### config.mk
export PLATFORM = sky130hd
export DESIGN_NAME = enf_flags
export DESIGN_NICKNAME = d
export VERILOG_FILES = /design/src/enf_pkg.sv /design/src/enf_flags.sv
export VERILOG_INCLUDE_DIRS = /design/src /design/src/src
export SDC_FILE = /design/constraint.sdc
export NUM_CORES = 1
export LEC_CHECK = 0
export BUFFER_PORTS_ARGS = -buffer_cell sky130_fd_sc_hd__buf_2
export CORE_ASPECT_RATIO = 1.2
export CORE_UTILIZATION = 53
export CTS_CLUSTER_SIZE = 30
export DETAILED_ROUTE_END_ITERATION = 7
export PLACE_DENSITY = 0.86
export SLEW_MARGIN = 20
export SYNTH_ARGS = -nofsm -noshare
export SYNTH_HDL_FRONTEND = slang
export SYNTH_SLANG_ARGS = --single-unit
### constraint.sdc
create_clock -name aclk -period 3.6 [get_ports aclk]
set_clock_uncertainty 0.2 [all_clocks]
set_input_delay 1.08 -clock aclk [delete_from_list [all_inputs] [get_ports aclk]]
set_output_delay 1.08 -clock aclk [all_outputs]
set_load 0.05 [all_outputs]
### src/enf_defs.svh
/*
  Offsets, field positions, reset values and counts for the E1 national-bit event flags.
  Assumes it is included by bare name from the package and the design module.
*/
`ifndef ENF_DEFS_SVH
`define ENF_DEFS_SVH

// Register byte offsets on the AXI4-Lite slave
`define ENF_SA6_IRQ_EN_OFS 12'h000
`define ENF_ZSTAT_OFS 12'h004
`define ENF_ZIRQ_EN_OFS 12'h008
`define ENF_SA6_FLAG_OFS 12'h00C

// Sa6 enable field positions
`define ENF_B_ALL_ZERO 0
`define ENF_B_MISC 1
`define ENF_B_P001X 2
`define ENF_B_P1000 3
`define ENF_B_P1010 4
`define ENF_B_P1100 5

// Sa7 and zero-run field positions
`define ENF_B_ZRUN 0
`define ENF_B_SA7 1
`define ENF_B_SA7_STATE 5

// Reset values
`define ENF_EN_RST 8'h00
`define ENF_FLAG_RST 8'h00

// Sa7 majority vote window
`define ENF_VOTE_LEN 3
`define ENF_VOTE_MIN 2

// AXI responses
`define ENF_RESP_OKAY 2'b00
`define ENF_RESP_SLVERR 2'b10

`endif

### src/enf_pkg.sv
/*
  Types for the E1 national-bit event flags.
  Assumes enf_defs.svh sits in the include path.
*/
`include "enf_defs.svh"

package enf_pkg;
  // Event inputs sampled each framer clock
  typedef struct packed {
    logic sa6_valid;     // New debounced Sa6 nibble present
    logic [3:0] sa6;     // Debounced Sa6 nibble
    logic sa7_valid;     // New received Sa7 bit present
    logic sa7;           // Received Sa7 bit
    logic zero_run;      // Excessive-zero condition level
  } enf_evt_t;

  // Write channel handshake states
  typedef enum logic [2:0] {
    ENF_W_IDLE = 3'b001,
    ENF_W_HAVE = 3'b010,
    ENF_W_RESP = 3'b100
  } enf_wstate_t;
endpackage

### src/enf_flags.sv
/*
  E1 national-bit event flags: Sa6 pattern change events, Sa7 majority state,
  excessive-zero change flag, enables and one interrupt output, on AXI4-Lite.
  Assumes event inputs are synchronous to aclk and held valid one cycle each.
*/
// Contract
// - Sa6 unmatched pattern raises gated interrupt
// - Sa6 0000 entry and exit raise event
// - Sa6 enables reset zero, read back
// - Sa7 zero state: two of three
// - Read-only Sa7 state at bit 5
// - Sa7 change flag on set and clear
// - Change flags latch, clear on status read
// - Zero-run flag on detect and clear
// - Sa6 1100/1010/1000/001x change enables
// - Sa7 and zero-run enables reset zero
`timescale 1ns/1ps
`include "enf_defs.svh"

module enf_flags
  import enf_pkg::*;
(
  // Clock and reset
  input wire logic aclk,
  input wire logic aresetn,
  // Framer events
  input wire enf_evt_t evt,
  // AXI4-Lite write address
  input wire logic [11:0] s_axi_awaddr,
  input wire logic s_axi_awvalid,
  output logic s_axi_awready,
  // AXI4-Lite write data
  input wire logic [31:0] s_axi_wdata,
  input wire logic [3:0] s_axi_wstrb,
  input wire logic s_axi_wvalid,
  output logic s_axi_wready,
  // AXI4-Lite write response
  output logic [1:0] s_axi_bresp,
  output logic s_axi_bvalid,
  input wire logic s_axi_bready,
  // AXI4-Lite read address
  input wire logic [11:0] s_axi_araddr,
  input wire logic s_axi_arvalid,
  output logic s_axi_arready,
  // AXI4-Lite read data
  output logic [31:0] s_axi_rdata,
  output logic [1:0] s_axi_rresp,
  output logic s_axi_rvalid,
  input wire logic s_axi_rready,
  // Interrupt
  output logic irq
);

  logic [7:0] sa6_en;      // Sa6 enables
  logic [7:0] z_en;        // Sa7 and zero-run enables
  logic [7:0] sa6_flag;    // Sa6 sticky flags
  logic [1:0] z_flag;      // Sa7 and zero-run sticky flags
  logic [5:0] sa6_match;   // Current pattern matches, held
  logic sa7_zero_state;    // Declared Sa7-equals-zero
  logic [2:0] sa7_hist;    // Last three Sa7 observations
  logic [1:0] sa7_cnt;     // Observations seen, up to three
  logic zero_run_q;        // Previous zero-run level
  enf_wstate_t wstate;
  logic [11:0] waddr_q;
  logic [31:0] wdata_q;
  logic [3:0] wstrb_q;
  logic have_aw;
  logic have_w;
  logic [5:0] next_match;
  logic next_sa7_state;
  logic [2:0] next_hist;
  logic [1:0] zeros;
  logic wr_fire;
  logic rd_fire;
  logic rd_zstat;
  logic rd_sa6f;
  logic [5:0] sa6_evt;
  logic sa7_evt;
  logic zrun_evt;

  // Pattern decode of the incoming nibble
  always_comb begin
    next_match = 6'h00;
    next_match[`ENF_B_ALL_ZERO] = (evt.sa6 == 4'h0);
    next_match[`ENF_B_P001X] = (evt.sa6[3:1] == 3'b001);
    next_match[`ENF_B_P1000] = (evt.sa6 == 4'h8);
    next_match[`ENF_B_P1010] = (evt.sa6 == 4'hA);
    next_match[`ENF_B_P1100] = (evt.sa6 == 4'hC);
    // Misc is a level: asserted while no listed pattern matches
    next_match[`ENF_B_MISC] = ~(next_match[0] | next_match[2] | next_match[3]
      | next_match[4] | next_match[5]);
  end

  // Sa6 events: change for listed patterns, entry into misc only
  always_comb begin
    sa6_evt = 6'h00;
    if (evt.sa6_valid) begin
      sa6_evt = next_match ^ sa6_match;
      sa6_evt[`ENF_B_MISC] = next_match[`ENF_B_MISC] & ~sa6_match[`ENF_B_MISC];
    end
  end

  // Sa7 two-of-three vote over the newest observation window
  always_comb begin
    next_hist = {sa7_hist[1:0], evt.sa7};
    zeros = 2'(!next_hist[0]) + 2'(!next_hist[1]) + 2'(!next_hist[2]);
    next_sa7_state = sa7_zero_state;
    // Vote only once three bits are real, avoiding a reset-bias artefact
    if (evt.sa7_valid && (sa7_cnt >= 2'd2)) begin
      next_sa7_state = (zeros >= 2'(`ENF_VOTE_MIN));
    end
  end

  assign sa7_evt = next_sa7_state ^ sa7_zero_state;
  assign zrun_evt = evt.zero_run ^ zero_run_q;

  // Sa6 pattern state tracking
  always_ff @(posedge aclk) begin
    if (!aresetn) begin
      sa6_match <= 6'h00;
    end else if (evt.sa6_valid) begin
      sa6_match <= next_match;
    end
  end

  // Sa7 history and declared state
  always_ff @(posedge aclk) begin
    if (!aresetn) begin
      sa7_hist <= 3'h7;
      sa7_cnt <= 2'd0;
      sa7_zero_state <= 1'b0;
    end else begin
      sa7_zero_state <= next_sa7_state;
      if (evt.sa7_valid) begin
        sa7_hist <= next_hist;
        if (sa7_cnt != 2'd3) begin
          sa7_cnt <= sa7_cnt + 2'd1;
        end
      end
    end
  end

  // Zero-run edge memory
  always_ff @(posedge aclk) begin
    if (!aresetn) begin
      zero_run_q <= 1'b0;
    end else begin
      zero_run_q <= evt.zero_run;
    end
  end

  // Write channel: address and data in either order
  assign wr_fire = have_aw && have_w && (wstate != ENF_W_RESP);
  always_ff @(posedge aclk) begin
    if (!aresetn) begin
      wstate <= ENF_W_IDLE;
      have_aw <= 1'b0;
      have_w <= 1'b0;
      waddr_q <= 12'h000;
      wdata_q <= 32'h0000_0000;
      wstrb_q <= 4'h0;
      s_axi_awready <= 1'b0;
      s_axi_wready <= 1'b0;
      s_axi_bvalid <= 1'b0;
      s_axi_bresp <= `ENF_RESP_OKAY;
    end else begin
      case (wstate)
        ENF_W_IDLE, ENF_W_HAVE: begin
          s_axi_awready <= !have_aw && !s_axi_awready;
          s_axi_wready <= !have_w && !s_axi_wready;
          if (s_axi_awvalid && s_axi_awready) begin
            have_aw <= 1'b1;
            waddr_q <= s_axi_awaddr;
            s_axi_awready <= 1'b0;
          end
          if (s_axi_wvalid && s_axi_wready) begin
            have_w <= 1'b1;
            wdata_q <= s_axi_wdata;
            wstrb_q <= s_axi_wstrb;
            s_axi_wready <= 1'b0;
          end
          if (have_aw || have_w) begin
            wstate <= ENF_W_HAVE;
          end
          if (wr_fire) begin
            wstate <= ENF_W_RESP;
            s_axi_awready <= 1'b0;
            s_axi_wready <= 1'b0;
            s_axi_bvalid <= 1'b1;
            if (waddr_q == `ENF_SA6_IRQ_EN_OFS || waddr_q == `ENF_ZSTAT_OFS
                || waddr_q == `ENF_ZIRQ_EN_OFS || waddr_q == `ENF_SA6_FLAG_OFS) begin
              s_axi_bresp <= `ENF_RESP_OKAY;
            end else begin
              s_axi_bresp <= `ENF_RESP_SLVERR;
            end
          end
        end
        ENF_W_RESP: begin
          if (s_axi_bready) begin
            s_axi_bvalid <= 1'b0;
            have_aw <= 1'b0;
            have_w <= 1'b0;
            wstate <= ENF_W_IDLE;
          end
        end
        default: begin
          wstate <= ENF_W_IDLE;
        end
      endcase
    end
  end

  // Enable registers; only lane 0 carries bits
  always_ff @(posedge aclk) begin
    if (!aresetn) begin
      sa6_en <= `ENF_EN_RST;
      z_en <= `ENF_EN_RST;
    end else if (wr_fire && wstrb_q[0]) begin
      if (waddr_q == `ENF_SA6_IRQ_EN_OFS) begin
        sa6_en <= {2'b00, wdata_q[5:0]};
      end else if (waddr_q == `ENF_ZIRQ_EN_OFS) begin
        z_en <= {6'h00, wdata_q[1:0]};
      end
    end
  end

  // Read channel, one cycle to rvalid
  assign rd_fire = s_axi_arvalid && s_axi_arready;
  assign rd_zstat = rd_fire && (s_axi_araddr == `ENF_ZSTAT_OFS);
  assign rd_sa6f = rd_fire && (s_axi_araddr == `ENF_SA6_FLAG_OFS);
  always_ff @(posedge aclk) begin
    if (!aresetn) begin
      s_axi_arready <= 1'b0;
      s_axi_rvalid <= 1'b0;
      s_axi_rdata <= 32'h0000_0000;
      s_axi_rresp <= `ENF_RESP_OKAY;
    end else if (s_axi_rvalid) begin
      if (s_axi_rready) begin
        s_axi_rvalid <= 1'b0;
      end
    end else if (rd_fire) begin
      s_axi_arready <= 1'b0;
      s_axi_rvalid <= 1'b1;
      s_axi_rresp <= `ENF_RESP_OKAY;
      if (s_axi_araddr == `ENF_SA6_IRQ_EN_OFS) begin
        s_axi_rdata <= {24'h00_0000, sa6_en};
      end else if (s_axi_araddr == `ENF_ZSTAT_OFS) begin
        s_axi_rdata <= {26'h000_0000, sa7_zero_state, 3'b000, z_flag};
      end else if (s_axi_araddr == `ENF_ZIRQ_EN_OFS) begin
        s_axi_rdata <= {24'h00_0000, z_en};
      end else if (s_axi_araddr == `ENF_SA6_FLAG_OFS) begin
        s_axi_rdata <= {24'h00_0000, sa6_flag};
      end else begin
        s_axi_rdata <= 32'h0000_0000;
        s_axi_rresp <= `ENF_RESP_SLVERR;
      end
    end else begin
      s_axi_arready <= 1'b1;
    end
  end

  // Sticky flags; an event in the read cycle survives the clear
  always_ff @(posedge aclk) begin
    if (!aresetn) begin
      z_flag <= 2'b00;
      sa6_flag <= `ENF_FLAG_RST;
    end else begin
      z_flag <= (rd_zstat ? 2'b00 : z_flag) | {sa7_evt, zrun_evt};
      sa6_flag <= (rd_sa6f ? 8'h00 : sa6_flag) | {2'b00, sa6_evt};
    end
  end

  // Interrupt output, registered
  always_ff @(posedge aclk) begin
    if (!aresetn) begin
      irq <= 1'b0;
    end else begin
      irq <= |(sa6_flag & sa6_en) | |(z_flag & z_en[1:0]);
    end
  end

  // Checks
  sa7_vote_a: assert property (@(posedge aclk) disable iff (!aresetn)
    (evt.sa7_valid && sa7_cnt == 2'd3 && zeros >= 2'd2) |=> sa7_zero_state)
    else $error("Sa7 vote did not declare zero state");
  sa7_state_read_a: assert property (@(posedge aclk) disable iff (!aresetn)
    (rd_fire && s_axi_araddr == 12'h004 && !s_axi_rvalid)
      |=> (s_axi_rdata[5] == $past(sa7_zero_state)))
    else $error("Sa7 state bit misreported");
  sa7_flag_set_a: assert property (@(posedge aclk) disable iff (!aresetn)
    $changed(sa7_zero_state) |-> z_flag[1])
    else $error("Sa7 change flag not set");
  zrun_flag_set_a: assert property (@(posedge aclk) disable iff (!aresetn)
    (evt.zero_run != zero_run_q) |=> z_flag[0])
    else $error("Zero-run change flag not set");
  flag_clear_a: assert property (@(posedge aclk) disable iff (!aresetn)
    (rd_zstat && !sa7_evt && !zrun_evt) |=> (z_flag == 2'b00))
    else $error("Status read did not clear flags");
  sa6_zero_evt_a: assert property (@(posedge aclk) disable iff (!aresetn)
    (evt.sa6_valid && ((evt.sa6 == 4'h0) != sa6_match[0])) |=> sa6_flag[0])
    else $error("Sa6 all-zero change missed");
  sa6_misc_evt_a: assert property (@(posedge aclk) disable iff (!aresetn)
    (sa6_evt[1] && sa6_en[1]) |=> ##1 irq)
    else $error("Misc pattern interrupt missing");
  en_reset_a: assert property (@(posedge aclk)
    !aresetn |=> (sa6_en == 8'h00 && z_en == 8'h00))
    else $error("Enables not reset to zero");
  irq_gate_a: assert property (@(posedge aclk) disable iff (!aresetn)
    ((sa6_flag & sa6_en) == 8'h00 && (z_flag & z_en[1:0]) == 2'b00) |=> !irq)
    else $error("Interrupt without enabled flag");
endmodule

==> reports/qor.yml, run 1 <==
power_and_ir_drop:
  p_per_area_mw_per_mm2: 578
  vdd_drop_max_mv: 0.435
  leakage_nw: 1.49
timing:
  max_freq_ghz: 0.408
  hold_viol_final: 0
  setup_violations: 0
  relSlewSlack_pct: 49.0
  min_period_over_period_pct: 68.1
  drv_slew: 0
  rsz0062_at_grt: "false"
  whs_ns: 0.269
  worst_pin_slew_ns: 0.763
  finalCriticalPeriod_ns: 2.45
  tns_ns: 0
clocking:
  cts.htree.levels: 3
  clk_path_buf_depth: 2
  clock-root-buffer: "clkbuf_8"
  postCtsHoldBufs: 0
  clock-sinks: 66
  insertion_delay_ns: 0.34
  clkTransAtPathRegs_ns: 0.08
  cts_tree: "yes"
  cts_resized: 0
  cts_inserted_buffers: 9
  cts_setup_buffers: 0
die:
  start_util_pct: 56.3
  dieArea_sq_mm: 0.00609
  num_io_pins: 117
  rows: 29
  core-area_sq_mm: 0.00544
  die_w_um: 71.4
  die_y_um: 85.3
setup_path:
  cpPeakStageDelay_ns: 0.51
  path_cells: "buf_2 > nor4_1 > and3_1 > nand3_2 > o31ai_1"
  crit_type: "input pin to register"
  slowest_stage: "nor4_1"
  critPathMaxFanout: 8
  critical_path_required_ns: 3.66
  cp.arrival_ns: 2.51
  startpoint_type: "input pin"
  crit_buf_inv: 1
  crit_family: "simple AND/OR/NAND/NOR gates"
  worstSetupEndpointType: "register"
final_layout:
  nNetsFinal: 472
  final-seq-area_sq_mm: 0.00132
  fillCellCount: 445
  antenna_cells: 0
  area_delta_synth_final_pct: 13.9
  multi_input_area_sq_mm: 0.00153
  drive_gt1_share_pct: 21.8
synth:
  synth-seq-area-share_pct: 43.1
  ys.warnings.count: 0
  syn_area_per_cell_sq_um: 9.07
  ys.flop_type: "dfxtp_1"
  synth-seq-cells: 66
  synth.distinct_cells: 46
  synth_area_leaders: "dfxtp_1 (43%), mux2i_1 (12%), buf_4 (7.1%)"
  synthTopCellsByCount: "dfxtp_1 (66), nor2_1 (50), mux2i_1 (36)"
  synth_top_area_cell: "dfxtp_1"
  synth_cells: 338
  yosysMostFrequentCell: "dfxtp_1"
  synthArstFlopShare_pct: 0
  syn_area_sq_mm: 0.00307
  synth_edf_count: 0
  synth_top_area_share_pct: 43.1
placed_design:
  gp_congestion: 0.811
  dp_hpwl_mm: 4.27
  io_buffers: 59
global_routing:
  antenna_found_initial: 0
  grt.total_usage_pct: 20.4
  overflow: 0
  grt_pass1_vias: 2239
  grt_pass1_wl_mm: 9.59
  grt_start_max_net_pins: 35
min_path:
  hp-class: "register to register"
detailed_routing:
  drc: 0
  drt_iter0_markers: 185
  via_per_inst: 5.36
  ant_nets: 0
  routed_wl_mm: 5.86
  routedWlPerCell_um: 12.7
  dr_total_vias: 2471
  firstDrtPassIters: 4
status:
  outcome: "completed"
job:
  drv_cap: 0
[cell families (layout without fill, tap and decap cells)]
group	after synthesis	after routing	share of synthesized area [%]
and+or+nand+nor	124	124	20.8
muxes	37	37	12.1
AOI/OAI and AO/OA	47	47	9.67
other	1	28	0.122
DFF	66	66	43.1
adders and majority gates	3	3	1.22
xor gates and xnor gates	9	9	2.82
buffers and inverters	51	85	10.2
[final cells by class]
type,count,share of cell area [%]
Clock inverter,6,2.62
Clock buffer,10,3.65
Inverter,8,0.860
Tap cell,62,2.22
Multi-Input combinational cell,248,43.9
Timing Repair Buffer,61,8.89
Sequential cell,66,37.8
[sequential cells by signal, summed over array words and instances (netlist names), 3 cells and up]
register,flops
waddr_q,12
s_axi_rdata,6
sa6_en,6
sa6_flag,6
sa6_match,6
wdata_q,6
wstate,3
[routing by layer]
metal | routed length, um | part of all wire, % | global-route usage [%]
met1 | 2480 | 42 | 24.0
met2 | 3010 | 51 | 34.5
met3 | 286 | 4.9 | 3.92
met5 | 0 | 0 | 0
met4 | 72 | 1.2 | 11.3
[worst min-delay path, cell delays in order, from the launching register on]
cell and delay (ns):
dfxtp_1 0.32, nand2_1 0.05, o211ai_1 0.06
[worst paths after layout]
path / startpoint / to / slack [ns] / depth (start not counted)
worst min register to register: sa7_hist[0] / sa7_hist[1] / 0.27 / 2
worst max-delay path: s_axi_araddr[5] / s_axi_rdata[1] / 1.15 / 5
worst max register to register: wstate[1] / waddr_q[6] / 1.69 / 4
worst min-delay path: sa7_hist[0] / sa7_hist[1] / 0.27 / 2
[cell usage in the layout, fill, tap and decap left out, drive strengths merged, types with 2 or more instances in the layout]
master | Yosys | routed
o31ai | 2 | 2
nor2b | 2 | 2
clkbuf | 10 | 10
o21ai | 10 | 10
o211ai | 4 | 4
nor3b | 2 | 2
xnor2 | 5 | 5
mux2i | 36 | 36
nand3 | 6 | 6
and2 | 2 | 2
nor2 | 50 | 50
bufinv | 0 | 2
nor3 | 4 | 4
nand2b | 2 | 2
and4 | 2 | 2
clkinv | 1 | 5
ha | 3 | 3
a211oi | 3 | 3
nand2 | 34 | 34
o22ai | 6 | 6
conb | 1 | 28
nor4 | 8 | 8
a22oi | 7 | 7
buf | 33 | 61
a21oi | 8 | 8
nand4 | 5 | 5
inv | 7 | 7
xor2 | 4 | 4
o21a | 2 | 2
dfxtp | 66 | 66
a31oi | 4 | 4
[metrics by stage]
| stage | power, W | setup WS, ns | area (sq um) | cells | util (%) |
|---|---|---|---|---|---|
| 6_report | 0.00202 | 1.15 | 3490 | 461 | 64.2 |
| 4_1_cts | 0.00203 | 1.21 | 3490 | 461 | 64.2 |
| 2_1_floorplan | 0.00129 | 1.19 | 3170 | 365 | - |
| 3_5_place_dp | 0.00136 | 0.846 | 3270 | 445 | 60.1 |
| 5_1_grt | 0.00212 | 1.02 | 3490 | 461 | 64.2 |
| 3_3_place_gp | 0.00134 | 0.896 | 3270 | 445 | 60.1 |
[power by group]
part           internal [W]  leakage (nW)  switching (W)
clock              0.000392         0.110       0.000282
sequential         0.000806         0.538      0.0000638
combinational      0.000163         0.840       0.000310
Note: power is estimated with default switching activity, not from simulation.
==> run 2, diff against run 1 <==
--- a/config.mk
+++ b/config.mk
@@ -6,12 +6,13 @@
 export SDC_FILE = /design/constraint.sdc
 export NUM_CORES = 1
 export LEC_CHECK = 0
+export ABC_AREA = 1
 export BUFFER_PORTS_ARGS = -buffer_cell sky130_fd_sc_hd__buf_2
 export CORE_ASPECT_RATIO = 1.2
-export CORE_UTILIZATION = 53
+export CORE_UTILIZATION = 49
 export CTS_CLUSTER_SIZE = 30
 export DETAILED_ROUTE_END_ITERATION = 7
-export PLACE_DENSITY = 0.86
+export PLACE_DENSITY = 0.79
 export SLEW_MARGIN = 20
 export SYNTH_ARGS = -nofsm -noshare
 export SYNTH_HDL_FRONTEND = slang
==> constraint.sdc (replaced) <==
create_clock -name aclk -period 2.5 [get_ports aclk]
set_clock_uncertainty 0.2 [all_clocks]
set_input_delay 0.75 -clock aclk [delete_from_list [all_inputs] [get_ports aclk]]
set_output_delay 0.75 -clock aclk [all_outputs]
set_load 0.05 [all_outputs]
==> run 2 against run 1 <==
Compared with the run above:
- flip-flop and latch count unchanged
- non-clock buffer count increased by 2
- clock-buffer cell count increased by 4
- via count increased by 20%
- highest routed layer unchanged
==> reports/qor.yml, run 2 <==
global_routing:
  antenna_found_initial: 0
  grt.total_usage_pct: 20.8
  overflow: 0
  grt_pass1_wl_mm: 11.0
  grt_start_max_net_pins: 33
  grt_pass1_vias: 2610
synth:
  yosysMostFrequentCell: "nor2_1"
  synthTopCellsByCount: "nor2_1 (83), nand2_1 (70), dfxtp_1 (66)"
  synthArstFlopShare_pct: 0
  synth_cells: 451
  synth_edf_count: 0
  synth.distinct_cells: 33
  ys.flop_type: "dfxtp_1"
  synth_area_leaders: "dfxtp_1 (42%), nor2_1 (9.8%), nand2_1 (8.3%)"
  syn_area_per_cell_sq_um: 7.05
  synth-seq-area-share_pct: 41.6
  syn_area_sq_mm: 0.00318
  synth_top_area_cell: "dfxtp_1"
  ys.warnings.count: 0
  synth_top_area_share_pct: 41.6
  synth-seq-cells: 66
placed_design:
  place_ws_ns: 0.367
  dp_hpwl_mm: 4.85
  io_buffers: 59
  gp_congestion: 0.845
timing:
  min_period_over_period_pct: 77.3
  tns_ns: 0
  finalCriticalPeriod_ns: 1.93
  relSlewSlack_pct: 63.8
  drv_slew: 0
  rsz0062_at_grt: "false"
  worst_pin_slew_ns: 0.539
  setup_slack_ns: 0.568
  max_freq_ghz: 0.518
  setup_violations: 0
  hold_viol_final: 0
final_layout:
  final-seq-area_sq_mm: 0.00132
  antenna_cells: 0
  drive_gt1_share_pct: 17.0
  multi_input_area_sq_mm: 0.00154
  largest-register: "waddr_q"
  layout_commonest_cell: "nor2_1"
  final_cell_mix: "nor2_1 (83), nand2_1 (70), dfxtp_1 (66)"
  nNetsFinal: 590
  fillCellCount: 594
  final_util_pct: 59.1
  area_delta_synth_final_pct: 14.6
  largest_register_ff_count: 12
clocking:
  cts_resized: 0
  cts_tree: "yes"
  clk_path_buf_depth: 2
  postCtsHoldBufs: 0
  clkTransAtPathRegs_ns: 0.07
  clock-root-buffer: "clkbuf_8"
  insertion_delay_ns: 0.34
  cts_setup_buffers: 0
  cts.htree.levels: 3
  cts_inserted_buffers: 9
  clock-sinks: 66
setup_path:
  reg2reg_depth: 6
  crit_family: "flip-flops"
  crit_buf_inv: 1
  r2r_slack_ns: 0.85
  crit_type: "register to output port"
  critPathMaxFanout: 4
  worstSetupEndpointType: "output port"
  cp.arrival_ns: 0.98
  startpoint_type: "register"
  rr_startpoint: "waddr_q[5]"
  critical_path_required_ns: 1.55
  slowest_stage: "dfxtp_1"
  cpPeakStageDelay_ns: 0.37
  path_cells: "buf_2"
  r2r-end: "sa6_en[5]"
min_path:
  min_to: "s_axi_rresp[1]"
  hold_depth: 2
  hold_start: "s_axi_rresp[1]"
  hp-class: "register to register"
detailed_routing:
  ant_nets: 0
  firstDrtPassIters: 4
  via_per_inst: 4.94
  drc: 0
  routed_wl_mm: 6.63
  dr_total_vias: 2962
  routedWlPerCell_um: 11.1
  drt_iter0_markers: 148
power_and_ir_drop:
  vdd_drop_max_mv: 0.736
  power_w: 0.00304
  leakage_nw: 1.76
  p_per_area_mw_per_mm2: 833
job:
  drv_cap: 0
status:
  outcome: "completed"
die:
  core-area_sq_mm: 0.00617
  rows: 31
  num_io_pins: 117
  die_w_um: 75.5
  dieArea_sq_mm: 0.00682
  die_y_um: 90.2
  start_util_pct: 51.6
run 2: cell types whose count changed after synthesis, moves of 4 or more:
cell,previous run,this run
mux2i_1,36,0
nand2_1,34,70
nand3_1,4,37
nor2_1,50,83
inv_1,7,38
a21oi_1,8,35
o21ai_0,10,34
a22oi_1,7,0
nand4_1,5,11
o22ai_1,6,0
inv_2,0,5
nor4_1,5,0
a31oi_1,4,0
run 2: metrics by stage:
step / hold slack, ns / cells / cell area (sq um)
4_1_cts: 0.254 / 599 / 3640
6_report: 0.256 / 599 / 3640
5_1_grt: 0.273 / 599 / 3640
2_1_floorplan: 0.238 / 478 / 3280
3_5_place_dp: 0.237 / 583 / 3450
3_3_place_gp: 0.233 / 583 / 3450
run 2: how the worst max path moves through the flow:
| stage | cells past startpoint | from | end |
|---|---|---|---|
| after floorplan | 6 | s_axi_araddr[0] | sa6_flag[0] |
| after global placement | 7 | s_axi_araddr[0] | sa6_flag[1] |
| after detailed placement | 7 | s_axi_araddr[0] | sa6_flag[5] |
| after CTS | 1 | s_axi_rvalid | s_axi_rvalid |
| after global routing | 1 | s_axi_rvalid | s_axi_rvalid |
| final | 1 | s_axi_rvalid | s_axi_rvalid |
run 2: kinds of logic after synthesis:
kind of cell	count (synthesis)	synth area share (%)
buffers and inverters	83	13.3
AOI/OAI and AO/OA	79	13.4
and+or+nand+nor	217	29.9
DFF	66	41.6
adders and majority gates	3	1.18
xor gates and xnor gates	2	0.551
other	1	0.118
run 2: layout make-up:
type / instances / share of cell area [%]
Multi-Input combinational cell: 329 / 42.2
Inverter: 43 / 4.43
Timing Repair Buffer: 63 / 8.93
Tap cell: 82 / 2.81
Clock buffer: 14 / 4.46
Sequential cell: 66 / 36.3
Clock inverter: 2 / 0.961
run 2: layer usage:
metal,vias up,wire [um],track usage [%]
met2,91,3250,35.2
li1,1542,-,-
met1,1316,2910,24.3
met5,-,0,0
met4,0,144,8.49
met3,13,327,5.16
run 2: power by group:
part / total [W] / internal [W] / switching, W
Combinational: 0.000846 / 0.000244 / 0.000602
Sequential: 0.00130 / 0.00120 / 0.000102
Clock: 0.000892 / 0.000515 / 0.000377
